**src/agen_tb_notes_none.sv**
```systemverilog
`timescale 1ns/1ps
// No logic here; the bench and its memory model stand in their own files

```
**src/agen_pkg.sv**
```systemverilog
// Package for the operand and jump address generator.
// Assumes an 8-bit data path, a 15-bit program counter and
// synchronous program and data memories answering one cycle after a read.
package agen_pkg;

   // Register offsets in data memory
   localparam logic [7:0] PSW_OFF = 8'hEF;    // Status word
   localparam logic [7:0] XP_OFF  = 8'hFC;    // Second pointer
   localparam logic [7:0] SP_OFF  = 8'hFD;    // Stack pointer
   localparam logic [7:0] BP_OFF  = 8'hFE;    // First pointer
   localparam logic [7:0] SEG_OFF = 8'hFF;    // Segment select

   // Address decode limits
   localparam logic [7:0]  ONES_LO = 8'h70;     // All-ones hole start
   localparam logic [7:0]  ONES_HI = 8'h7F;     // All-ones hole end
   localparam logic [15:0] RAM2_LO = 16'h0100;  // Upper RAM block start
   localparam logic [15:0] RAM2_HI = 16'h013F;  // Upper RAM block end
   localparam logic [7:0]  ALL_ONES = 8'hFF;    // Value of the hole

   // Status word field positions
   localparam int PSW_C_BIT   = 7;             // Carry
   localparam int PSW_HC_BIT  = 6;             // Half carry
   localparam int PSW_GIE_BIT = 0;             // Global interrupt enable

   // Reset values
   localparam logic [7:0]  PSW_RST = 8'h00;    // Flags clear
   localparam logic [7:0]  PTR_RST = 8'h00;    // Pointers
   localparam logic [7:0]  SP_RST  = 8'h6F;    // Top of low RAM
   localparam logic [7:0]  SEG_RST = 8'h00;    // Segment zero
   localparam logic [14:0] PC_RST  = 15'h0000; // Program start

   // Addressing modes: six operand, four transfer, plus vector fetch
   typedef enum logic [3:0] {
      M_PTR       = 4'h0,   // Pointer indirect
      M_PTR_UPD   = 4'h1,   // Pointer indirect, post update
      M_DIRECT    = 4'h2,   // Direct 8-bit address
      M_IMM       = 4'h3,   // 8-bit immediate
      M_SHORT_IMM = 4'h4,   // 4-bit immediate into first pointer
      M_TABLE     = 4'h5,   // Table read from program memory
      M_REL       = 4'h6,   // Relative jump
      M_ABS       = 4'h7,   // Short absolute jump or call
      M_ABS_LONG  = 4'h8,   // Long absolute jump or call
      M_IND_JUMP  = 4'h9,   // Indirect jump
      M_VIS       = 4'hA    // Vector to service routine
   } mode_t;

   // Sequencer states
   typedef enum logic [2:0] {
      S_IDLE   = 3'h0,      // Waiting for a request
      S_ISSUE  = 3'h1,      // Memory strobe out
      S_CAPT   = 3'h2,      // Memory data in
      S_VISSUE = 3'h3,      // Second vector byte strobe out
      S_VCAPT  = 3'h4       // Second vector byte in
   } state_t;

   // One decoded request from the core
   typedef struct packed {
      mode_t       mode;      // Addressing mode
      logic        write;     // Data operand is written, not read
      logic        dec;       // Post decrement instead of increment
      logic        xsel;      // Use second pointer
      logic [7:0]  field8;    // Direct address, immediate or jump offset
      logic [14:0] field15;   // Absolute jump field
      logic [7:0]  wdata;     // Write data
   } req_t;

endpackage

```
**src/agen.sv**
```systemverilog
// Operand and jump address generator for an 8-bit core.
// Assumes the core issues one request at a time while busy is low, and
// that both memories return read data on the cycle after the strobe.
`timescale 1ns/1ps

module agen (
   input  wire logic           clk,                   // 100 MHz clock
   input  wire logic           rstn,                  // Async reset, low
   input  wire logic           req_valid,             // Request strobe
   input  wire agen_pkg::req_t req,                   // Decoded request
   input  wire logic [7:0]     acc,                   // Accumulator
   input  wire logic [14:0]    vec_addr,              // Vector location
   input  wire logic           pc_step,               // Advance PC by one
   output logic                busy,                  // Sequencer active
   output logic                done,                  // Request finished
   output logic [7:0]          operand,               // Operand value
   output logic                pm_rd,                 // Program read
   output logic [14:0]         pm_addr,               // Program address
   input  wire logic [7:0]     pm_rdata,              // Program data
   output logic                dm_rd,                 // Data read
   output logic                dm_we,                 // Data write
   output logic [15:0]         dm_addr,               // Data address
   output logic [7:0]          dm_wdata,              // Data write value
   input  wire logic [7:0]     dm_rdata,              // Data read value
   output logic                ram_hi_sel,            // Upper RAM selected
   output logic [14:0]         program_counter,       // Program counter
   output logic [7:0]          first_data_pointer,    // First pointer
   output logic [7:0]          second_data_pointer,   // Second pointer
   output logic [7:0]          stack_pointer,         // Stack pointer
   output logic [7:0]          segment_select,        // Segment register
   output logic                carry_flag,            // Carry
   output logic                nibble_overflow_flag,  // Half carry
   output logic                global_irq_enable      // Interrupt enable
);

   // Architectural state
   logic [14:0]      pc_q, pc_d;          // Program counter
   logic [7:0]       b_q, b_d;            // First pointer
   logic [7:0]       x_q, x_d;            // Second pointer
   logic [7:0]       sp_q, sp_d;          // Stack pointer
   logic [7:0]       psw_q, psw_d;        // Status word
   logic [7:0]       seg_q, seg_d;        // Segment select

   // Sequencer state
   agen_pkg::state_t st_q, st_d;          // Current step
   agen_pkg::req_t   cur_q, cur_d;        // Request in flight
   logic [7:0]       vu_q, vu_d;          // Upper vector byte held
   logic [7:0]       op_q, op_d;          // Operand result
   logic             done_q, done_d;      // Finish pulse

   // Memory strobes, all registered
   logic             pm_rd_q, pm_rd_d;        // Program read
   logic [14:0]      pm_addr_q, pm_addr_d;    // Program address
   logic             dm_rd_q, dm_rd_d;        // Data read
   logic             dm_we_q, dm_we_d;        // Data write
   logic [15:0]      dm_addr_q, dm_addr_d;    // Data address
   logic [7:0]       dm_wdata_q, dm_wdata_d;  // Data write value

   // Decode helpers
   logic             accept;              // Request taken this cycle
   logic [7:0]       a8;                  // Low data address for a request
   logic [7:0]       cap_a8;              // Low data address being answered
   logic             cap_seg0;            // Answer comes from segment zero
   logic [14:0]      rel_off;             // Sign-extended relative step
   logic [7:0]       field8_w;            // Request byte field, for checks
   logic             xsel_w;              // Request pointer choice, for checks

   assign accept   = (st_q == agen_pkg::S_IDLE) && req_valid;
   assign cap_a8   = dm_addr_q[7:0];
   assign cap_seg0 = (dm_addr_q[15:8] == 8'h00);
   assign field8_w = req.field8;
   assign xsel_w   = req.xsel;

   // True where an internal register answers instead of RAM
   function automatic logic reg_hit(input logic [7:0] a);
      reg_hit = (a == agen_pkg::PSW_OFF) || (a >= agen_pkg::XP_OFF);
   endfunction

   // Relative field f encodes an offset of f+1, so -31..+32 fits six bits
   always_comb begin
      rel_off = 15'(signed'(req.field8[5:0])) + 15'h0001;
   end

   // Address source for data operand modes
   always_comb begin
      if (req.mode == agen_pkg::M_DIRECT) begin
         a8 = req.field8;
      end else begin
         a8 = req.xsel ? x_q : b_q;
      end
   end

   // Next-state logic for sequencer, registers and strobes
   always_comb begin
      st_d       = st_q;
      cur_d      = cur_q;
      pc_d       = pc_q;
      b_d        = b_q;
      x_d        = x_q;
      sp_d       = sp_q;
      psw_d      = psw_q;
      seg_d      = seg_q;
      vu_d       = vu_q;
      op_d       = op_q;
      done_d     = 1'b0;
      pm_rd_d    = 1'b0;
      pm_addr_d  = pm_addr_q;
      dm_rd_d    = 1'b0;
      dm_we_d    = 1'b0;
      dm_addr_d  = dm_addr_q;
      dm_wdata_d = dm_wdata_q;
      // Plain sequential fetch; skips cost one step per byte from the core
      if (pc_step && st_q == agen_pkg::S_IDLE) begin
         pc_d = pc_q + 15'h0001;
      end
      unique case (st_q)
         agen_pkg::S_IDLE: begin
            if (req_valid) begin
               cur_d = req;
               unique case (req.mode)
                  agen_pkg::M_PTR, agen_pkg::M_PTR_UPD, agen_pkg::M_DIRECT: begin
                     dm_addr_d = {seg_q, a8};
                     // Register writes land now so a post update follows them
                     if (req.write && reg_hit(a8)) begin
                        unique case (a8)
                           agen_pkg::PSW_OFF: psw_d = req.wdata;
                           agen_pkg::XP_OFF:  x_d   = req.wdata;
                           agen_pkg::SP_OFF:  sp_d  = req.wdata;
                           agen_pkg::BP_OFF:  b_d   = req.wdata;
                           default:           seg_d = req.wdata;
                        endcase
                     end else if (req.write) begin
                        dm_we_d    = 1'b1;
                        dm_wdata_d = req.wdata;
                     end else if (!reg_hit(a8)) begin
                        dm_rd_d = 1'b1;
                     end
                     st_d = agen_pkg::S_ISSUE;
                  end
                  agen_pkg::M_IMM: begin
                     op_d   = req.field8;
                     done_d = 1'b1;
                  end
                  agen_pkg::M_SHORT_IMM: begin
                     b_d    = {4'h0, req.field8[3:0]};
                     op_d   = {4'h0, req.field8[3:0]};
                     done_d = 1'b1;
                  end
                  agen_pkg::M_TABLE, agen_pkg::M_IND_JUMP: begin
                     pm_rd_d   = 1'b1;
                     pm_addr_d = {pc_q[14:8], acc};
                     st_d      = agen_pkg::S_ISSUE;
                  end
                  agen_pkg::M_REL: begin
                     // Zero field is the plus-one case: same as a no-op step
                     if (req.field8[5:0] == 6'h00) begin
                        pc_d = pc_q + 15'h0001;
                     end else begin
                        pc_d = pc_q + rel_off;
                     end
                     done_d = 1'b1;
                  end
                  agen_pkg::M_ABS: begin
                     pc_d   = {pc_q[14:12], req.field15[11:0]};
                     done_d = 1'b1;
                  end
                  agen_pkg::M_ABS_LONG: begin
                     pc_d   = req.field15;
                     done_d = 1'b1;
                  end
                  agen_pkg::M_VIS: begin
                     pm_rd_d   = 1'b1;
                     pm_addr_d = vec_addr;
                     st_d      = agen_pkg::S_ISSUE;
                  end
                  default: begin
                     // Unused codes finish at once with no effect
                     done_d = 1'b1;
                  end
               endcase
            end
         end
         agen_pkg::S_ISSUE: begin
            st_d = agen_pkg::S_CAPT;
         end
         agen_pkg::S_CAPT: begin
            st_d   = agen_pkg::S_IDLE;
            done_d = 1'b1;
            unique case (cur_q.mode)
               agen_pkg::M_TABLE: begin
                  op_d = pm_rdata;
               end
               agen_pkg::M_IND_JUMP: begin
                  pc_d = {pc_q[14:8], pm_rdata};
               end
               agen_pkg::M_VIS: begin
                  vu_d      = pm_rdata;
                  pm_rd_d   = 1'b1;
                  pm_addr_d = pm_addr_q + 15'h0001;
                  st_d      = agen_pkg::S_VISSUE;
                  done_d    = 1'b0;
               end
               default: begin
                  // Data operand answer
                  if (cur_q.write) begin
                     op_d = cur_q.wdata;
                  end else if (reg_hit(cap_a8)) begin
                     unique case (cap_a8)
                        agen_pkg::PSW_OFF: op_d = psw_q;
                        agen_pkg::XP_OFF:  op_d = x_q;
                        agen_pkg::SP_OFF:  op_d = sp_q;
                        agen_pkg::BP_OFF:  op_d = b_q;
                        default:           op_d = seg_q;
                     endcase
                  end else if (cap_seg0 && cap_a8 >= agen_pkg::ONES_LO && cap_a8 <= agen_pkg::ONES_HI) begin
                     op_d = agen_pkg::ALL_ONES;
                  end else begin
                     op_d = dm_rdata;
                  end
                  // Post update after the access, wrapping in eight bits
                  if (cur_q.mode == agen_pkg::M_PTR_UPD) begin
                     if (cur_q.xsel) begin
                        x_d = cur_q.dec ? x_q - 8'h01 : x_q + 8'h01;
                     end else begin
                        b_d = cur_q.dec ? b_q - 8'h01 : b_q + 8'h01;
                     end
                  end
               end
            endcase
         end
         agen_pkg::S_VISSUE: begin
            st_d = agen_pkg::S_VCAPT;
         end
         agen_pkg::S_VCAPT: begin
            pc_d   = {vu_q[6:0], pm_rdata};
            st_d   = agen_pkg::S_IDLE;
            done_d = 1'b1;
         end
         default: begin
            st_d = agen_pkg::S_IDLE;
         end
      endcase
   end

   // State registers
   always_ff @(posedge clk or negedge rstn) begin
      if (!rstn) begin
         st_q       <= agen_pkg::S_IDLE;
         cur_q      <= '0;
         pc_q       <= agen_pkg::PC_RST;
         b_q        <= agen_pkg::PTR_RST;
         x_q        <= agen_pkg::PTR_RST;
         sp_q       <= agen_pkg::SP_RST;
         psw_q      <= agen_pkg::PSW_RST;
         seg_q      <= agen_pkg::SEG_RST;
         vu_q       <= 8'h00;
         op_q       <= 8'h00;
         done_q     <= 1'b0;
         pm_rd_q    <= 1'b0;
         pm_addr_q  <= 15'h0000;
         dm_rd_q    <= 1'b0;
         dm_we_q    <= 1'b0;
         dm_addr_q  <= 16'h0000;
         dm_wdata_q <= 8'h00;
      end else begin
         st_q       <= st_d;
         cur_q      <= cur_d;
         pc_q       <= pc_d;
         b_q        <= b_d;
         x_q        <= x_d;
         sp_q       <= sp_d;
         psw_q      <= psw_d;
         seg_q      <= seg_d;
         vu_q       <= vu_d;
         op_q       <= op_d;
         done_q     <= done_d;
         pm_rd_q    <= pm_rd_d;
         pm_addr_q  <= pm_addr_d;
         dm_rd_q    <= dm_rd_d;
         dm_we_q    <= dm_we_d;
         dm_addr_q  <= dm_addr_d;
         dm_wdata_q <= dm_wdata_d;
      end
   end

   // Outputs
   assign busy                 = (st_q != agen_pkg::S_IDLE);
   assign done                 = done_q;
   assign operand              = op_q;
   assign pm_rd                = pm_rd_q;
   assign pm_addr              = pm_addr_q;
   assign dm_rd                = dm_rd_q;
   assign dm_we                = dm_we_q;
   assign dm_addr              = dm_addr_q;
   assign dm_wdata             = dm_wdata_q;
   assign ram_hi_sel           = (dm_addr_q >= agen_pkg::RAM2_LO) && (dm_addr_q <= agen_pkg::RAM2_HI);
   assign program_counter      = pc_q;
   assign first_data_pointer   = b_q;
   assign second_data_pointer  = x_q;
   assign stack_pointer        = sp_q;
   assign segment_select       = seg_q;
   assign carry_flag           = psw_q[agen_pkg::PSW_C_BIT];
   assign nibble_overflow_flag = psw_q[agen_pkg::PSW_HC_BIT];
   assign global_irq_enable    = psw_q[agen_pkg::PSW_GIE_BIT];
endmodule

```
**config.mk**
```make
export PLATFORM = sky130hd
export DESIGN_NAME = agen
export DESIGN_NICKNAME = d
export VERILOG_FILES = /design/src/agen_tb_notes_none.sv /design/src/agen_pkg.sv /design/src/agen.sv
export SDC_FILE = /design/constraint.sdc
export NUM_CORES = 1
export LEC_CHECK = 0
export BUFFER_PORTS_ARGS = -buffer_cell sky130_fd_sc_hd__buf_2
export CORE_MARGIN = 5
export CORE_UTILIZATION = 55
export DETAILED_ROUTE_END_ITERATION = 16
export GPL_TIMING_DRIVEN = 1
export PLACE_DENSITY = 0.8
export RECOVER_POWER = 25
export SLEW_MARGIN = 20
export SYNTH_ARGS = -nofsm -noshare
export SYNTH_HDL_FRONTEND = slang
export SYNTH_SLANG_ARGS = --single-unit
```
**constraint.sdc**
```tcl
create_clock -name clk -period 5.2 [get_ports clk]
set_input_delay 1.56 -clock clk [delete_from_list [all_inputs] [get_ports clk]]
set_output_delay 1.56 -clock clk [all_outputs]
set_load 0.005 [all_outputs]
```
==> impl_metrics.ini, run 1 <==
[grt]
grt_max_degree = 108
grt_pass1_vias = 8706
grt_overflow = 0
antenna_found_initial = 0
grt_pass1_wl_um = 47360
grtUsageTotal = 0.3010

[placement]
hpwlAfterDp_um = 21660
dp_cells = 1399
gp_congestion = 0.9626
io_buffers = 183
place_worst_setup_slack_ns = 0.6268

[drt]
drc_errors = 0
wl_per_cell_um = 20.91
via_per_inst = 6.434
vias = 9207
ant_nets = 0
first_iter_violations = 1123
drt_wl_total_um = 29920
first_pass_iters = 6

[cts]
clk_path_buf_depth = 2
cts_tree = built
cts_root_buffer = clkbuf_16
clkLatencyLatePin_ns = 0.43
cts_resized = 0
h-tree-depth = 4
cts_num_sinks = 131
post_cts_buffers = 0
cts_made_buffers = 17
cts-hold-fix-buffers = 0
cts.reportedPaths.clkPinSlew_ns = 0.06

[die]
die_h_um = 140.1
num_rows = 47
start_util = 0.5611
dieWidth_um = 140.1
ios = 184
fp.coreArea_um2 = 16580
die_area_um2 = 19620

[timing]
final-max-slew-violation-count = 108
finalCritPeriodShare = 0.8065
clock-skew-final_ns = 0.006384
layout_setup_ws_ns = 1.006
tightest_slew_ns = 2.710
fin_setup_tns_ns = 0
final_hold_viol_count = 0
fmax_mhz = 238.4
setup_violations = 0
slew_headroom = -0.8069
rsz0062_at_grt = false
period_minus_slack_ns = 4.194

[yosys]
async_reset_ff_frac = 1.000
synth_fa_ha_area_frac = 0.04814
synthFlopType = dfrtp_1
synth_fp_nets = 1164
synthSimpleGateAreaFrac = 0.1826
muxShareOfSynthArea = 0.1146
ys_seq_elements = 131
avgSynthCellArea_um2 = 8.871
synth.distinct_cells = 80
synth_edf_count = 0
yosys_warnings = 0
synth_compound_area_frac = 0.2228
netlist_area_um2 = 9305
synthCells = 1049
ys_seq_area_frac = 0.3531
synth_top_family_by_area = compound AO/OA/AOI/OAI gates
synthXorXnorAreaFrac = 0.03859

[outcome]
violations = max-capacitance violations, max-slew violations
status = complete, but fails checks

[power_and_ir_drop]
ir_worst_vdd_mv = 0.3329
leakage_nw = 5.082
p_total_mw = 6.144
pwr_density_cell_nw_per_um2 = 562.2

[final_layout]
antennaDiodeCount = 0
area_delta_synth_final_pct = 17.44
stdcell_count = 1431
drive_above_1_share = 0.2560
utilization = 0.6590
final_common_cell = buf_2
layout.nets = 1313
final_cell_mix = buf_2, dfrtp_1, nand2_1, nor2_1, a21oi_1

[setup_path]
critPathLaunchType = primary input
rr_startpoint = st_q[1]
critPathRequiredTime_ns = 5.50
crit_arrival_ns = 4.49
startpoint = req[24]
cp_max_fo = 9
crit_type = in2reg
cp-end-kind = flop

[min_path]
hold_class = reg2reg
holdCritStartpoint = cur_q[5]

[flow_run]
cap_violations = 1
==> cells in the mapped netlist, drive strengths merged, types with 6 or more instances <==
cell type  instances  area share
a2bb2oi            7      0.0066
a21oi             74       0.040
dfstp              6       0.017
o22ai             12      0.0081
o21ai             70       0.038
xor2              15       0.014
a31oi             12      0.0081
and3              12      0.0081
nand2b            11      0.0074
a211oi            21       0.017
o211ai            13       0.010
nand3b             6      0.0048
or3               10      0.0073
nand4             16       0.011
dfrtp            125        0.34
mux2              62       0.077
buf               12      0.0059
nor2b              8      0.0054
a21o              12      0.0097
o32ai              8      0.0075
a211o              6      0.0056
o21a               6      0.0050
inv               35       0.014
xnor2             26       0.024
clkbuf            50       0.020
mux2i             33       0.035
nand2            109       0.044
nand3             39       0.023
nor2              75       0.030
nor3              14      0.0075
a32oi              9      0.0085
ha                31       0.042
a22o               9      0.0085
==> worst max-delay path, stage by stage <==
cell	delay (ns)
buf_2	0.17
ha_1	0.23
inv_1	0.05
o21ai_0	0.37
inv_1	0.28
ha_1	0.39
a21o_1	0.21
a31o_2	0.26
o41ai_1	0.59
mux2i_1	0.26
o211ai_1	0.10
==> routing by layer <==
metal  vias up  track usage  share of wire
met5         -            0              0
met4         0       0.1086          0.031
met3        83      0.08044           0.11
met2       558       0.4563           0.45
met1      4349       0.4171           0.41
li1       4217            -              -
==> worst paths after layout <==
| kind | endpoint | slack, ns | depth (start not counted) |
|---|---|---|---|
| worst min register to register | cur_q[5] | 0.48 | 2 |
| worst min-delay path | cur_q[5] | 0.48 | 2 |
| worst max register to register | first_data_pointer[7] | 1.70 | 7 |
| max in group asynchronous | dm_addr[5] | 1.65 | 1 |
| min in group asynchronous | dm_wdata[3] | 1.95 | 1 |
| worst max-delay path | program_counter[13] | 1.01 | 11 |
==> cell type report <==
class | instances | area [um2]
well taps | 220 | 275.3
inverters | 35 | 131.4
clock inverters | 13 | 147.6
multi-input cells | 821 | 5672
flip-flops and latches | 131 | 3286
clock buffers | 19 | 432.9
repair buffers | 192 | 983.4
fillers | 1392 | 5655
==> registers in the layout, indices dropped and copies added (netlist names), 15 cells and up <==
register / flops
dm_addr: 16
cur_q: 15
pm_addr: 15
program_counter: 15
==> report_power, final <==
part	switching (mW)	internal [mW]
Sequential	0.629	1.38
Clock	0.488	0.713
Combinational	1.62	1.32
==> kinds of logic after synthesis <==
group,Yosys count
AOI/OAI and AO/OA,313
xor gates and xnor gates,41
adders and majority gates,34
buffers and inverters,97
DFF,131
muxes,96
and+or+nand+nor,337
==> metrics by stage <==
step / area [um2] / hold slack, ns
2_1_floorplan: 9305 / 0.4460
3_3_place_gp: 10350 / 0.4598
3_5_place_dp: 10350 / 0.4632
4_1_cts: 10930 / 0.4779
5_1_grt: 10930 / 0.5104
6_report: 10930 / 0.4824
(Power assumes the default switching activity.)
==> run 2, diff against run 1 <==
clock period = 4.4 ns   (was 5.2 ns; I/O delays follow)
==> run 2 against run 1 <==
The run still ends with max-capacitance violations, max-slew violations left; register-to-register slack lost 0.43 ns; core utilization is 0.53 points higher; routed wire length is 3.0% higher; die area unchanged; global-route usage rose by 0.84 points; combinational power up 19%; via count grew 0.68%; cell count up 0.84%; largest cell class unchanged; highest routed layer unchanged.
==> impl_metrics.ini, run 2 (synthesis results as in run 1) <==
[cts]
h-tree-depth = 4
cts.reportedPaths.clkPinSlew_ns = 0.06
cts_tree = built
cts_made_buffers = 17
clk_path_buf_depth = 2
cts_root_buffer = clkbuf_16
cts-hold-fix-buffers = 0
clkLatencyLatePin_ns = 0.43
post_cts_buffers = 0
cts_resized = 0
cts_num_sinks = 131

[power_and_ir_drop]
p_total_mw = 7.304
leakage_nw = 5.137
pwr_density_cell_nw_per_um2 = 663.1
ir_worst_vdd_mv = 0.3698

[timing]
setup_violations = 0
fmax_mhz = 262.0
clock-skew-final_ns = 0.009115
fin_setup_tns_ns = 0
slew_headroom = -0.3755
finalCritPeriodShare = 0.8673
layout_setup_ws_ns = 0.5839
tightest_slew_ns = 2.063
rsz0062_at_grt = false
final_hold_viol_count = 0
period_minus_slack_ns = 3.816
final-max-slew-violation-count = 80

[setup_path]
crit_chain = buf_2 -> ha_1 -> inv_1 -> o21ai_0 -> inv_1 -> ha_1 -> o21a_1 -> o21ai_0 -> o311ai_0 -> buf_4 -> mux2i_1 -> nor2_1 -> o32ai_1
cp_max_fo = 7
critPathLaunchType = primary input
cp-end-kind = flop
crit_type = in2reg
crit_family = compound AO/OA/AOI/OAI gates
crit_arrival_ns = 4.15
slowest_delay_ns = 0.53
path_buf_inv = 4
critPathRequiredTime_ns = 4.73
slowest_stage = o311ai_0

[final_layout]
largest_register_ffs = 16
layout.nets = 1325
drive_above_1_share = 0.2617
final_common_cell = buf_2
utilization = 0.6643
final_area_um2 = 11020
final_cell_mix = buf_2, dfrtp_1, nand2_1, nor2_1, a21oi_1
antennaDiodeCount = 0
fillers = 1390
area_delta_synth_final_pct = 18.38

[drt]
wl_per_cell_um = 21.35
drc_errors = 0
first_iter_violations = 1017
via_per_inst = 6.424
drt_wl_total_um = 30810
first_pass_iters = 6
ant_nets = 0
vias = 9270

[grt]
grt_pass1_vias = 8880
antenna_found_initial = 0
grtUsageTotal = 0.3095
grt_overflow = 0
grt_pass1_wl_um = 48460
grt_max_degree = 80

[flow_run]
cap_violations = 1

[outcome]
violations = max-capacitance violations, max-slew violations
status = complete, but fails checks

[die]
dieWidth_um = 140.1
ios = 184
die_h_um = 140.1
fp.coreArea_um2 = 16580
die_area_um2 = 19620
start_util = 0.5611
num_rows = 47

[placement]
hpwlAfterDp_um = 22330
gp_congestion = 0.9128
placed_cell_area_um2 = 10440
io_buffers = 183
place_worst_setup_slack_ns = 0.1866

[min_path]
hold_class = reg2reg
## run 2: final timing paths
kind	start	cells past startpoint	slack [ns]	endpoint
min in group asynchronous	rstn	1	1.46	dm_wdata[5]
min reg2reg	cur_q[3]	2	0.48	cur_q[3]
min	cur_q[3]	2	0.48	cur_q[3]
max	req[23]	13	0.58	program_counter[12]
max in group asynchronous	rstn	2	0.81	first_data_pointer[4]
max reg2reg	cur_q[37]	7	1.27	pm_addr[3]
## run 2: routing by layer
metal,part of all wire,GRT usage,wire [um],vias up
met1,0.41,0.4289,12590,4421
met5,0,0,0,-
met4,0.030,0.1163,925,0
li1,-,-,-,4232
met3,0.11,0.08010,3377,81
met2,0.45,0.4685,13910,536
## run 2: final cells by class
type	instances	area (um2)	share of cell area
clock inverters	9	103.9	0.009428
clock buffers	23	478.0	0.04339
well taps	220	275.3	0.02499
flip-flops and latches	131	3286	0.2983
inverters	35	131.4	0.01193
multi-input cells	821	5672	0.5149
repair buffers	204	1070	0.09712
## run 2: power breakdown
part	internal (mW)	switching, mW	leakage, nW	total, mW
combinational	1.58	1.93	3.22	3.51
clock	0.875	0.541	0.283	1.42
sequential	1.63	0.747	1.63	2.38
## run 2: metrics by stage
stage / cells / hold slack [ns]
3_5_place_dp: 1411 / 0.4637
2_1_floorplan: 1049 / 0.4460
5_1_grt: 1443 / 0.5120
4_1_cts: 1443 / 0.4787
3_3_place_gp: 1411 / 0.4592
6_report: 1443 / 0.4778
## run 2: worst min-delay path: stages (launching register included)
cell	delay (ns)
dfrtp_1	0.34
nand2_1	0.05
nand2_1	0.05
